--- src/shared/dccs_pkg.sv ---
// package for the dual channel conversion sequencer
package dccs_pkg;

    localparam int  CLK_HZ          = 200_000_000;
    localparam int  INTEG_MS        = 60;
    localparam int  INTEG_CYCLES    = INTEG_MS * (CLK_HZ / 1000);
    localparam int  SEQ_MS          = 125;
    localparam int  SEQ_CYCLES      = SEQ_MS * (CLK_HZ / 1000);
    localparam int  RATE_MS         = 1000;
    localparam int  RATE_CYCLES     = RATE_MS * (CLK_HZ / 1000);
    localparam int  TEMP_W          = 12;
    localparam logic [11:0] TEMP_RST     = 12'h000;
    localparam logic [11:0] HIGH_LIM_RST = 12'h550;
    localparam logic [11:0] LOW_LIM_RST  = 12'h800;

    typedef enum logic [1:0] {
        DCCS_IDLE,
        DCCS_REMOTE,
        DCCS_LOCAL,
        DCCS_SETTLE
    } dccs_state_t;

endpackage : dccs_pkg

--- src/hw/dccs_sequencer.sv ---
// conversion sequencer core of the dual channel temperature sensor
`timescale 1ns/1ps
// Notes on behaviour
// - a sequence starts on a host start request, on a one-shot request or on the free-running schedule.
// - once started, a sequence converts the remote and the local channel before ending, unless a standby request aborts it.
// - both channels are always measured, with no option to skip one.
// - the mux selects the remote diode first and then the local diode.
// - each channel is held selected for a 60 ms integration window.
// - at sequence end both results load into two temperature data registers.
// - new results are compared with the high and low alarm limits.
// - the busy flag is high while a conversion runs and clears when it ends.
// - during a conversion the data registers keep the previous complete results.
// - the alarm output is open drain, only pulling low or releasing.
// - a full conversion completes 125 ms after the start request.
// - a standby request aborts a running sequence without latching its data.
// - in standby the automatic schedule stops but one-shot requests still convert.
module dccs_sequencer
    import dccs_pkg::*;
#(
    parameter int INTEG_CNT = INTEG_CYCLES,
    parameter int SEQ_CNT   = SEQ_CYCLES,
    parameter int RATE_CNT  = RATE_CYCLES
) (
    input  wire logic              clk_sys,
    input  wire logic              rst,
    input  wire logic              clk_en,
    input  wire logic              start_req,
    input  wire logic              one_shot_req,
    input  wire logic              standby,
    input  wire logic [TEMP_W-1:0] adc_result,
    input  wire logic [TEMP_W-1:0] high_limit,
    input  wire logic [TEMP_W-1:0] low_limit,
    output logic                   busy,
    output logic                   sel_remote,
    output logic                   sel_local,
    output logic                   adc_integrate,
    output logic [TEMP_W-1:0]      temp_remote,
    output logic [TEMP_W-1:0]      temp_local,
    output logic                   remote_high,
    output logic                   remote_low,
    output logic                   local_high,
    output logic                   local_low,
    output logic                   alert_low_out,
    output logic                   alert_low_oe,
    output logic                   seq_done
);

    // ----------------------------------------
    // sequencing
    // ----------------------------------------
    dccs_state_t       state;
    logic [31:0]       phase_cnt;
    logic [31:0]       rate_cnt;
    logic              run_req;
    logic              rate_tick;

    assign rate_tick = (rate_cnt == 32'(RATE_CNT - 1));
    // one-shot honoured even in standby; auto schedule gated by standby
    assign run_req = start_req | one_shot_req | (rate_tick & ~standby);

    always_ff @(posedge clk_sys or posedge rst) begin
        if (rst) begin
            rate_cnt <= 32'h0000_0000;
        end else if (clk_en) begin
            if (rate_tick || standby) begin
                rate_cnt <= 32'h0000_0000;
            end else begin
                rate_cnt <= rate_cnt + 32'h0000_0001;
            end
        end
    end

    // ----------------------------------------
    // standby edge, aborts a running sequence
    // ----------------------------------------
    logic standby_q;
    logic abort;

    // reset high so a part held in standby sees no false edge
    always_ff @(posedge clk_sys or posedge rst) begin
        if (rst) begin
            standby_q <= 1'b1;
        end else if (clk_en) begin
            standby_q <= standby;
        end
    end

    // only a fresh standby request aborts; a one-shot in standby runs to its end
    assign abort = standby & ~standby_q;

    // remote then local then settle, total SEQ_CNT cycles
    always_ff @(posedge clk_sys or posedge rst) begin
        if (rst) begin
            state     <= DCCS_IDLE;
            phase_cnt <= 32'h0000_0000;
        end else if (clk_en) begin
            case (state)
                DCCS_IDLE: begin
                    phase_cnt <= 32'h0000_0000;
                    if (run_req && !(standby && !one_shot_req)) begin
                        state <= DCCS_REMOTE;
                    end
                end
                DCCS_REMOTE: begin
                    phase_cnt <= phase_cnt + 32'h0000_0001;
                    if (abort) begin
                        state <= DCCS_IDLE;
                    end else if (phase_cnt == 32'(INTEG_CNT - 1)) begin
                        state <= DCCS_LOCAL;
                    end
                end
                DCCS_LOCAL: begin
                    phase_cnt <= phase_cnt + 32'h0000_0001;
                    if (abort) begin
                        state <= DCCS_IDLE;
                    end else if (phase_cnt == 32'(2 * INTEG_CNT - 1)) begin
                        state <= DCCS_SETTLE;
                    end
                end
                DCCS_SETTLE: begin
                    phase_cnt <= phase_cnt + 32'h0000_0001;
                    if (abort) begin
                        state <= DCCS_IDLE;
                    end else if (phase_cnt >= 32'(SEQ_CNT - 1)) begin
                        state <= DCCS_IDLE;
                    end
                end
                default: begin
                    state <= DCCS_IDLE;
                end
            endcase
        end
    end

    // ----------------------------------------
    // mux and status
    // ----------------------------------------
    always_ff @(posedge clk_sys or posedge rst) begin
        if (rst) begin
            busy          <= 1'b0;
            sel_remote    <= 1'b0;
            sel_local     <= 1'b0;
            adc_integrate <= 1'b0;
        end else if (clk_en) begin
            busy          <= (state != DCCS_IDLE);
            sel_remote    <= (state == DCCS_REMOTE);
            sel_local     <= (state == DCCS_LOCAL);
            adc_integrate <= (state == DCCS_REMOTE) || (state == DCCS_LOCAL);
        end
    end

    // ----------------------------------------
    // results, held privately until sequence end
    // ----------------------------------------
    logic       last_remote;
    logic       last_local;
    logic       finish;
    logic       cmp_pending;
    logic [1:0] chan_last;

    assign last_remote = (state == DCCS_REMOTE) && (phase_cnt == 32'(INTEG_CNT - 1)) && !abort;
    assign last_local  = (state == DCCS_LOCAL) && (phase_cnt == 32'(2 * INTEG_CNT - 1))
                         && !abort;
    assign finish      = (state == DCCS_SETTLE) && (phase_cnt >= 32'(SEQ_CNT - 1)) && !abort;
    // index 0 is the remote channel, index 1 the local one
    assign chan_last   = {last_local, last_remote};

    // seq_done marks the one cycle in which the public registers move
    always_ff @(posedge clk_sys or posedge rst) begin
        if (rst) begin
            seq_done <= 1'b0;
        end else if (clk_en) begin
            seq_done <= finish;
        end
    end

    // compare waits one cycle so it sees the registers the host reads
    always_ff @(posedge clk_sys or posedge rst) begin
        if (rst) begin
            cmp_pending <= 1'b0;
        end else if (clk_en) begin
            cmp_pending <= finish;
        end
    end

    // ----------------------------------------
    // per channel capture, load and compare
    // ----------------------------------------
    generate
        for (genvar ch = 0; ch < 2; ch++) begin : g_chan
            logic [TEMP_W-1:0] hold;
            logic [TEMP_W-1:0] temp;
            logic              over_high;
            logic              under_low;

            // private capture at the last cycle of this channel's window
            always_ff @(posedge clk_sys or posedge rst) begin
                if (rst) begin
                    hold <= TEMP_RST;
                end else if (clk_en) begin
                    if (chan_last[ch]) begin
                        hold <= adc_result;
                    end
                end
            end

            // public register moves only at finish, so reads never see a half update
            always_ff @(posedge clk_sys or posedge rst) begin
                if (rst) begin
                    temp <= TEMP_RST;
                end else if (clk_en) begin
                    if (finish) begin
                        temp <= hold;
                    end
                end
            end

            // signed two's complement, strict on both limits
            always_ff @(posedge clk_sys or posedge rst) begin
                if (rst) begin
                    over_high <= 1'b0;
                    under_low <= 1'b0;
                end else if (clk_en) begin
                    if (cmp_pending) begin
                        over_high <= $signed(temp) > $signed(high_limit);
                        under_low <= $signed(temp) < $signed(low_limit);
                    end
                end
            end
        end
    endgenerate

    // outputs are the flip-flops of the channel blocks, no logic between
    assign temp_remote = g_chan[0].temp;
    assign temp_local  = g_chan[1].temp;
    assign remote_high = g_chan[0].over_high;
    assign remote_low  = g_chan[0].under_low;
    assign local_high  = g_chan[1].over_high;
    assign local_low   = g_chan[1].under_low;

    // open drain: drive low only, never high
    always_ff @(posedge clk_sys or posedge rst) begin
        if (rst) begin
            alert_low_out <= 1'b0;
            alert_low_oe  <= 1'b0;
        end else if (clk_en) begin
            alert_low_out <= 1'b0;
            alert_low_oe  <= remote_high | remote_low | local_high | local_low;
        end
    end

endmodule : dccs_sequencer

--- config.mk ---
export PLATFORM = sky130hd
export DESIGN_NAME = dccs_sequencer
export DESIGN_NICKNAME = d
export VERILOG_FILES = /design/src/shared/dccs_pkg.sv /design/src/hw/dccs_sequencer.sv
export SDC_FILE = /design/constraint.sdc
export NUM_CORES = 1
export LEC_CHECK = 0
export ABC_AREA = 1
export BUFFER_PORTS_ARGS = -buffer_cell sky130_fd_sc_hd__buf_4
export CAP_MARGIN = 0
export CORE_UTILIZATION = 60
export CTS_CLUSTER_SIZE = 12
export DETAILED_ROUTE_END_ITERATION = 8
export PLACE_DENSITY = 0.83
export SYNTH_ARGS = -nofsm -noshare
export SYNTH_HDL_FRONTEND = slang
export SYNTH_SLANG_ARGS = --single-unit
--- constraint.sdc ---
create_clock -name clk_sys -period 6.9 [get_ports clk_sys]
set_clock_uncertainty 0.15 [all_clocks]
set_input_delay 0.345 -clock clk_sys [delete_from_list [all_inputs] [get_ports clk_sys]]
set_output_delay 0.345 -clock clk_sys [all_outputs]
set_load 0.01 [all_outputs]
==> run_results.csv, run 1 <==
group,metric,value,unit
outcome,outcome,"finished, final reports clean",
cts,cts_resized,0,
cts,cts_htree_levels,4,
critical_path,crit_buf_inv,0,
sta,setup_viol,0,
grt,grt_max_degree,77,
sta,min_period,2.64,ns
yosys,yosys_register_bits,125,
cells_and_area,layout_commonest_cell,"nand2_1",
power,p_clk_share,44.8,%
critical_path,cp_slowest_cell,"nand3_2",
cells_and_area,layout_common_cells,"nand2_1 (251), inv_1 (137), dfrtp_1 (124)",
die,die-area,0.0132,mm^2
sta,fin_setup_tns,0,ns
yosys,syn_avg_cell_area,7.44,um^2
grt,grt-ovfl-total,0,
sta,worstMarginPinSlew,0.992,ns
cells_and_area,n_antenna_cell,0,
die,start_util,62.6,%
yosys,yosys.area.top_type_share,40.4,%
critical_path,slowest_delay,0.69,ns
critical_path,critPathLaunchType,"flop",
power,finalPower,1.86,mW
critical_path,reg2reg_slack,4.26,ns
yosys,syn_inst,1031,
yosys,post-synth-top-area-cell,"dfrtp_1",
placed_design,port_buffers,75,
placed_design,placed_area,0.00832,mm^2
power,power_frac_seq,42.8,%
cts,clk_pin_slew_worst_paths,0.06,ns
drt,dr.pass1.iters,5,
yosys,syn_area,0.00767,mm^2
critical_path,path_delay_family,"simple AND/OR/NAND/NOR gates",
cells_and_area,nNetsFinal,1196,
critical_path,worstSetupEndpointType,"flop",
sta,drv_slew,0,
yosys,ys_top_cells_by_area,"dfrtp_1 (40%), nand2_1 (12%), ha_1 (8.5%)",
cts,numCtsBuffers,17,
critical_path,worstSetupPathType,"flop to flop",
placed_design,pre_cts_ws,4.30,ns
cells_and_area,syn_to_final_growth,15.8,%
cells_and_area,fillers,956,
critical_path,worst_path_most_repeated_cell,"nand2_1",
critical_path,cp.required,7.05,ns
drt,vias_per_cell,5.44,
yosys,async_reset_ff_share,100,%
critical_path,r2r-start,"phase_cnt[1]",
sta,period_share,38.3,%
sta,max_freq,0.378,GHz
die,coreArea,0.0123,mm^2
power,cellLeakagePower,4.37,nW
cts,cts_setup_buffers,0,
drt,routed_wirelength,17800,um
cells_and_area,stdcell_area,0.00889,mm^2
grt,grt_pass1_wl,30500,um
cts,clockBufferDepth,2,
drt,drtIter0Drc,518,
yosys,synthFlopType,"dfrtp_1",
worst_hold_path,worst_hold_path_type,"input pin to flop",
cts,cts.sinks,125,
power,ir_drop,0.189,mV
job,maxCapViolations,0,
power,p_sw,0.489,mW
die,die_h,115,um
power,powerDensity,209,mW/mm^2
yosys,synth.net_count,1125,
power,switching_share,26.3,%
sta,rsz0062_at_grt,"no",
placed_design,placedCellCount,1250,
drt,wl_per_cell,13.9,um
critical_path,worstPathCellList,"ha_1, nand3_1, o21ai_1, nand2_1, nand3_1, nand2_1, nand2_1, nand3_2, o21a_1",
drt,route.detailed.drc,0,
sta,worst_slack,4.26,ns
power,power_frac_comb,12.4,%
cells_and_area,seqCellArea,0.00313,mm^2
grt,antenna_found_initial,0,
yosys,synth_edf_count,0,
cells_and_area,multi_input_comb_area,0.00384,mm^2
sta,hold_violations,0,
yosys,yosysUniqueCellTypes,45,
worst_hold_path,min_from,"adc_result[1]",
drt,vias,6979,
die,die_w,115,um
critical_path,arrival,2.80,ns
cts,ctsHoldBuffers,1,
cts,clk_latency,0.42,ns
critical_path,startpoint,"phase_cnt[1]",
grt,grt_util_all_layers,29.6,%
sta,relSlewSlack,33.7,%
power,power.internal,1.37,mW
yosys,ys_warn_count,0,
critical_path,critPathMaxFanout,49,
grt,grt_pass1_vias,6693,
die,fp-row-count,40,
die,io_pins,77,
cells_and_area,drive_gt1_share,12.6,%
cells_and_area,instances_no_fill,1283,
cts,cts-root-buf,"clkbuf_16",
drt,ant_nets,0,
cts,cts_tree,"yes",
placed_design,globalplace.congestion,0.951,
placed_design,hpwl,13000,um
yosys,ys_seq_area_share,40.8,%
-- final timing paths --
path | end | cells after the start
max in group asynchronous | phase_cnt[11] | 4
worst min register to register | sel_local | 2
min in group asynchronous | g_chan[0].hold[10] | 3
worst max register to register | temp_local[0] | 9
worst min-delay path | g_chan[0].hold[1] | 3
worst max-delay path | temp_local[0] | 9
-- Yosys cell counts, types with 2 or more instances --
cell type / n
nor3_1: 27
o21bai_1: 2
o21ai_1: 46
buf_4: 2
nand3b_1: 5
nor2_2: 6
nor2_4: 2
nor4_1: 4
o21ai_2: 3
and3_1: 3
nand3_1: 59
nor3_2: 2
xor2_1: 10
clkbuf_1: 7
nor3b_1: 6
nor2_1: 109
a21oi_1: 46
nand4_1: 33
xnor2_1: 4
and2_1: 2
o21ai_0: 31
buf_2: 14
nand2_1: 251
dfrtp_1: 124
a31oi_1: 3
inv_2: 13
inv_1: 138
nand2_2: 4
clkinv_1: 2
o31ai_1: 2
buf_6: 2
o21a_1: 5
ha_1: 52
-- registers in the layout, summed over array words and instances (netlist names), 2 cells and up --
name         count
state            2
temp_local      12
rate_cnt        32
phase_cnt       32
temp_remote     12
g_chan.hold     24
-- final cells by class --
class / instances / share of cell area [%]
tap: 168 / 2.36
inverter: 153 / 6.49
multi-input combinational: 728 / 43.2
clock buffer: 23 / 5.26
timing repair buffer: 77 / 6.53
sequential: 125 / 35.2
clock inverter: 9 / 0.999
-- kinds of logic after synthesis --
group	synth area share, %
fa+ha+maj	8.48
buf+inv	9.23
simple gates	29.7
compound gates	10.1
flops	40.8
other cells	0.0489
xor+xnor	1.60
-- tightest hold or removal path, stage by stage --
cell     delay, ns
buf_4         0.07
inv_1         0.04
o21ai_1       0.11
-- per-stage QoR --
stage | hold WS, ns | util (%)
3_5_place_dp | 0.317 | 67.9
6_report | 0.0387 | 72.5
2_1_floorplan | 0.305 | -
5_1_grt | 0.0443 | 72.5
4_1_cts | 0.0302 | 72.5
3_3_place_gp | 0.312 | 67.9
-- routing by layer --
layer	part of all wire [%]	GRT usage (%)	vias up
li1	-	-	3493
met1	46	39.3	3263
met2	46	47.4	186
met3	4.9	5.75	37
met4	2.6	13.1	0
met5	0	0	-
-- power by group through the flow --
stage	registers, mW	logic, mW	clock network, mW
global placement	0.806	0.226	0
detailed placement	0.807	0.231	0
finish	0.795	0.231	0.831
CTS	0.794	0.234	0.842
floorplan	0.810	0.136	0
global route	0.800	0.264	0.878
Power figures use the tool's default switching activity.
==> run 2, diff against run 1 <==
--- a/config.mk
+++ b/config.mk
@@ -5,13 +5,13 @@
 export SDC_FILE = /design/constraint.sdc
 export NUM_CORES = 1
 export LEC_CHECK = 0
-export ABC_AREA = 1
+export ABC_AREA = 0
 export BUFFER_PORTS_ARGS = -buffer_cell sky130_fd_sc_hd__buf_4
 export CAP_MARGIN = 0
-export CORE_UTILIZATION = 60
+export CORE_UTILIZATION = 53
 export CTS_CLUSTER_SIZE = 12
 export DETAILED_ROUTE_END_ITERATION = 8
-export PLACE_DENSITY = 0.83
+export PLACE_DENSITY = 0.78
 export SYNTH_ARGS = -nofsm -noshare
 export SYNTH_HDL_FRONTEND = slang
 export SYNTH_SLANG_ARGS = --single-unit
==> constraint.sdc (replaced) <==
create_clock -name clk_sys -period 2.3 [get_ports clk_sys]
set_clock_uncertainty 0.15 [all_clocks]
set_input_delay 0.115 -clock clk_sys [delete_from_list [all_inputs] [get_ports clk_sys]]
set_output_delay 0.115 -clock clk_sys [all_outputs]
set_load 0.01 [all_outputs]
==> run 2 against run 1 <==
The flow now finishes with violations (setup timing). Final cell count shrank 20%. Via count shrank 13%. Setup slack got worse by 4.6 ns. Critical path type unchanged. Critical endpoint is now rate_cnt[0]. Largest cell class unchanged. Highest routed layer unchanged.
==> run_results.csv, run 2 <==
group,metric,value,unit
critical_path,critPathMaxFanout,3,
drt,routed_wirelength,20200,um
yosys,synthFlopType,"dfrtp_1",
sta,worst_slack,-0.321,ns
cells_and_area,drive_gt1_share,36.4,%
yosys,yosys.area.top_type_share,44.8,%
drt,ant_nets,0,
drt,route.detailed.drc,0,
cells_and_area,layout_commonest_cell,"buf_4",
cells_and_area,instances_no_fill,1027,
sta,hold_violations,0,
die,start_util,54.7,%
yosys,ys_warn_count,0,
outcome,outcome,"complete, but fails checks",
yosys,ys_seq_area_share,45.2,%
sta,drv_slew,0,
die,die-area,0.0135,mm^2
placed_design,globalplace.congestion,0.859,
drt,drtIter0Drc,575,
power,powerDensity,633,mW/mm^2
critical_path,cp.required,2.46,ns
sta,fin_setup_tns,-20.50,ns
sta,period_share,114,%
yosys,synth_edf_count,0,
yosys,syn_avg_cell_area,10.4,um^2
sta,relSlewSlack,54.5,%
drt,wl_per_cell,19.6,um
power,power_frac_comb,15.6,%
grt,grt-ovfl-total,0,
cts,cts-root-buf,"clkbuf_16",
die,die_h,116,um
die,io_pins,77,
yosys,yosysUniqueCellTypes,60,
yosys,synth.net_count,763,
sta,setup_viol,84,
die,coreArea,0.0127,mm^2
worst_hold_path,worst_hold_path_type,"input pin to flop",
power,cellLeakagePower,4.68,nW
grt,grt_pass1_wl,29400,um
power,power_frac_seq,39.0,%
die,die_w,116,um
power,p_sw,1.66,mW
cts,cts.sinks,125,
sta,min_period,2.62,ns
yosys,yosysMostFrequentCell,"dfrtp_1",
power,power.internal,4.46,mW
cts,cts_tree,"yes",
yosys,synthTopCellsByCount,"dfrtp_1 (124), nor2_1 (70), ha_1 (52)",
sta,max_freq,0.382,GHz
grt,grt_util_all_layers,28.8,%
power,switching_share,27.1,%
cts,cts_htree_levels,4,
drt,vias_per_cell,5.90,
critical_path,worstSetupPathType,"flop to flop",
power,ir_drop,0.607,mV
yosys,syn_inst,669,
placed_design,placedCellCount,959,
power,p_clk_share,45.4,%
critical_path,arrival,2.78,ns
die,fp-row-count,41,
outcome,violations,"setup timing",
yosys,syn_area,0.00693,mm^2
cells_and_area,stdcell_area,0.00966,mm^2
grt,grt_pass1_vias,6064,
yosys,yosys_register_bits,125,
cts,clockBufferDepth,2,
sta,worstMarginPinSlew,0.682,ns
cts,clk_pin_slew_worst_paths,0.06,ns
cts,numCtsBuffers,17,
cells_and_area,reg_top3,"phase_cnt x32, rate_cnt x32, g_chan.hold x24",
critical_path,worstSetupEndpointType,"flop",
drt,vias,6058,
yosys,async_reset_ff_share,100,%
placed_design,port_buffers,75,
critical_path,critPathLaunchType,"flop",
grt,grt_max_degree,35,
job,maxCapViolations,0,
cells_and_area,nNetsFinal,935,
sta,rsz0062_at_grt,"yes",
cells_and_area,syn_to_final_growth,39.4,%
cells_and_area,layout_common_cells,"buf_4 (133), dfrtp_1 (122), ha_1 (51)",
cts,clk_latency,0.43,ns
grt,antenna_found_initial,1,
placed_design,hpwl,12400,um
drt,dr.pass1.iters,5,
placed_design,placed_area,0.00827,mm^2
yosys,ys_top_cells_by_area,"dfrtp_1 (45%), ha_1 (9.4%), mux2_2 (8.1%)",
yosys,post-synth-top-area-cell,"dfrtp_1",
## run 2: logic make-up after synthesis
family / after synthesis / share of synthesized area (%)
AND/OR/NAND/NOR: 243 / 18.8
other: 1 / 0.0541
flip-flops: 125 / 45.2
XOR/XNOR: 48 / 6.07
buffers and inverters: 57 / 3.52
AO/OA/AOI/OAI: 85 / 7.60
adder cells (fa/ha/maj): 52 / 9.39
multiplexers: 58 / 9.37
## run 2: worst max-delay path, stage by stage (launching register included)
cell	delay (ns)
dfrtp_1	0.39
or4b_1	0.50
or4_4	0.58
buf_6	0.14
o31ai_4	0.20
buf_4	0.16
buf_6	0.09
nor2_1	0.04
mux2_4	0.26
## run 2: layout make-up
class	count	area [um^2]
inverters	41	158
diodes	1	2.50
fillers	788	3020
well taps	172	215
clock buffers	18	439
flip-flops and latches	125	3130
clock inverters	14	169
repair buffers	169	1510
multi-input cells	487	4030
## run 2: worst paths after layout
| kind | cells after the start | endpoint | slack (ns) | from |
|---|---|---|---|---|
| setup / recovery | 8 | rate_cnt[0] | -0.32 | rate_cnt[30] |
| hold / removal | 4 | state[1] | 0.09 | one_shot_req |
| setup reg to reg | 8 | rate_cnt[0] | -0.32 | rate_cnt[30] |
| hold reg to reg | 1 | busy | 0.35 | busy |
| max in group asynchronous | 4 | g_chan[0].hold[0] | 1.12 | rst |
| min in group asynchronous | 3 | temp_remote[10] | 0.20 | rst |
## run 2: what timing repair did
item	in CTS	in global routing
setup endpoints to repair	83	93
setup buffers	11	7
resized for setup	39	74
gates cloned	3	4
pin swaps	3	16
hold endpoints to repair	52	0
hold buffers	14	0
## run 2: per-stage QoR
step | utilization (%) | hold slack [ns] | worst slack, ns | power, mW
floorplan | - | 0.0997 | -0.300 | 2.91
global placement | 65.3 | 0.0883 | -0.223 | 3.20
detailed placement | 65.3 | 0.0960 | -0.290 | 3.26
CTS | 73.6 | 0.0734 | -0.258 | 6.07
global route | 76.2 | 0.103 | -0.362 | 6.34
finish | 76.2 | 0.0906 | -0.321 | 6.12
## run 2: power groups by stage
stage,sequential (mW),clock (mW),combinational [mW]
2_1_floorplan,2.42,0,0.483
3_3_place_gp,2.41,0,0.789
3_5_place_dp,2.42,0,0.840
4_1_cts,2.38,2.78,0.903
5_1_grt,2.40,2.91,1.04
6_report,2.38,2.78,0.953
## run 2: per-layer routing
| layer | global-route usage [%] | routed length (um) | vias up |
|---|---|---|---|
| met5 | 0 | 0 | - |
| met4 | 13.2 | 673 | 0 |
| met3 | 6.33 | 1190 | 60 |
| met2 | 49.0 | 10300 | 283 |
| met1 | 34.8 | 8060 | 3004 |
| li1 | - | - | 2711 |
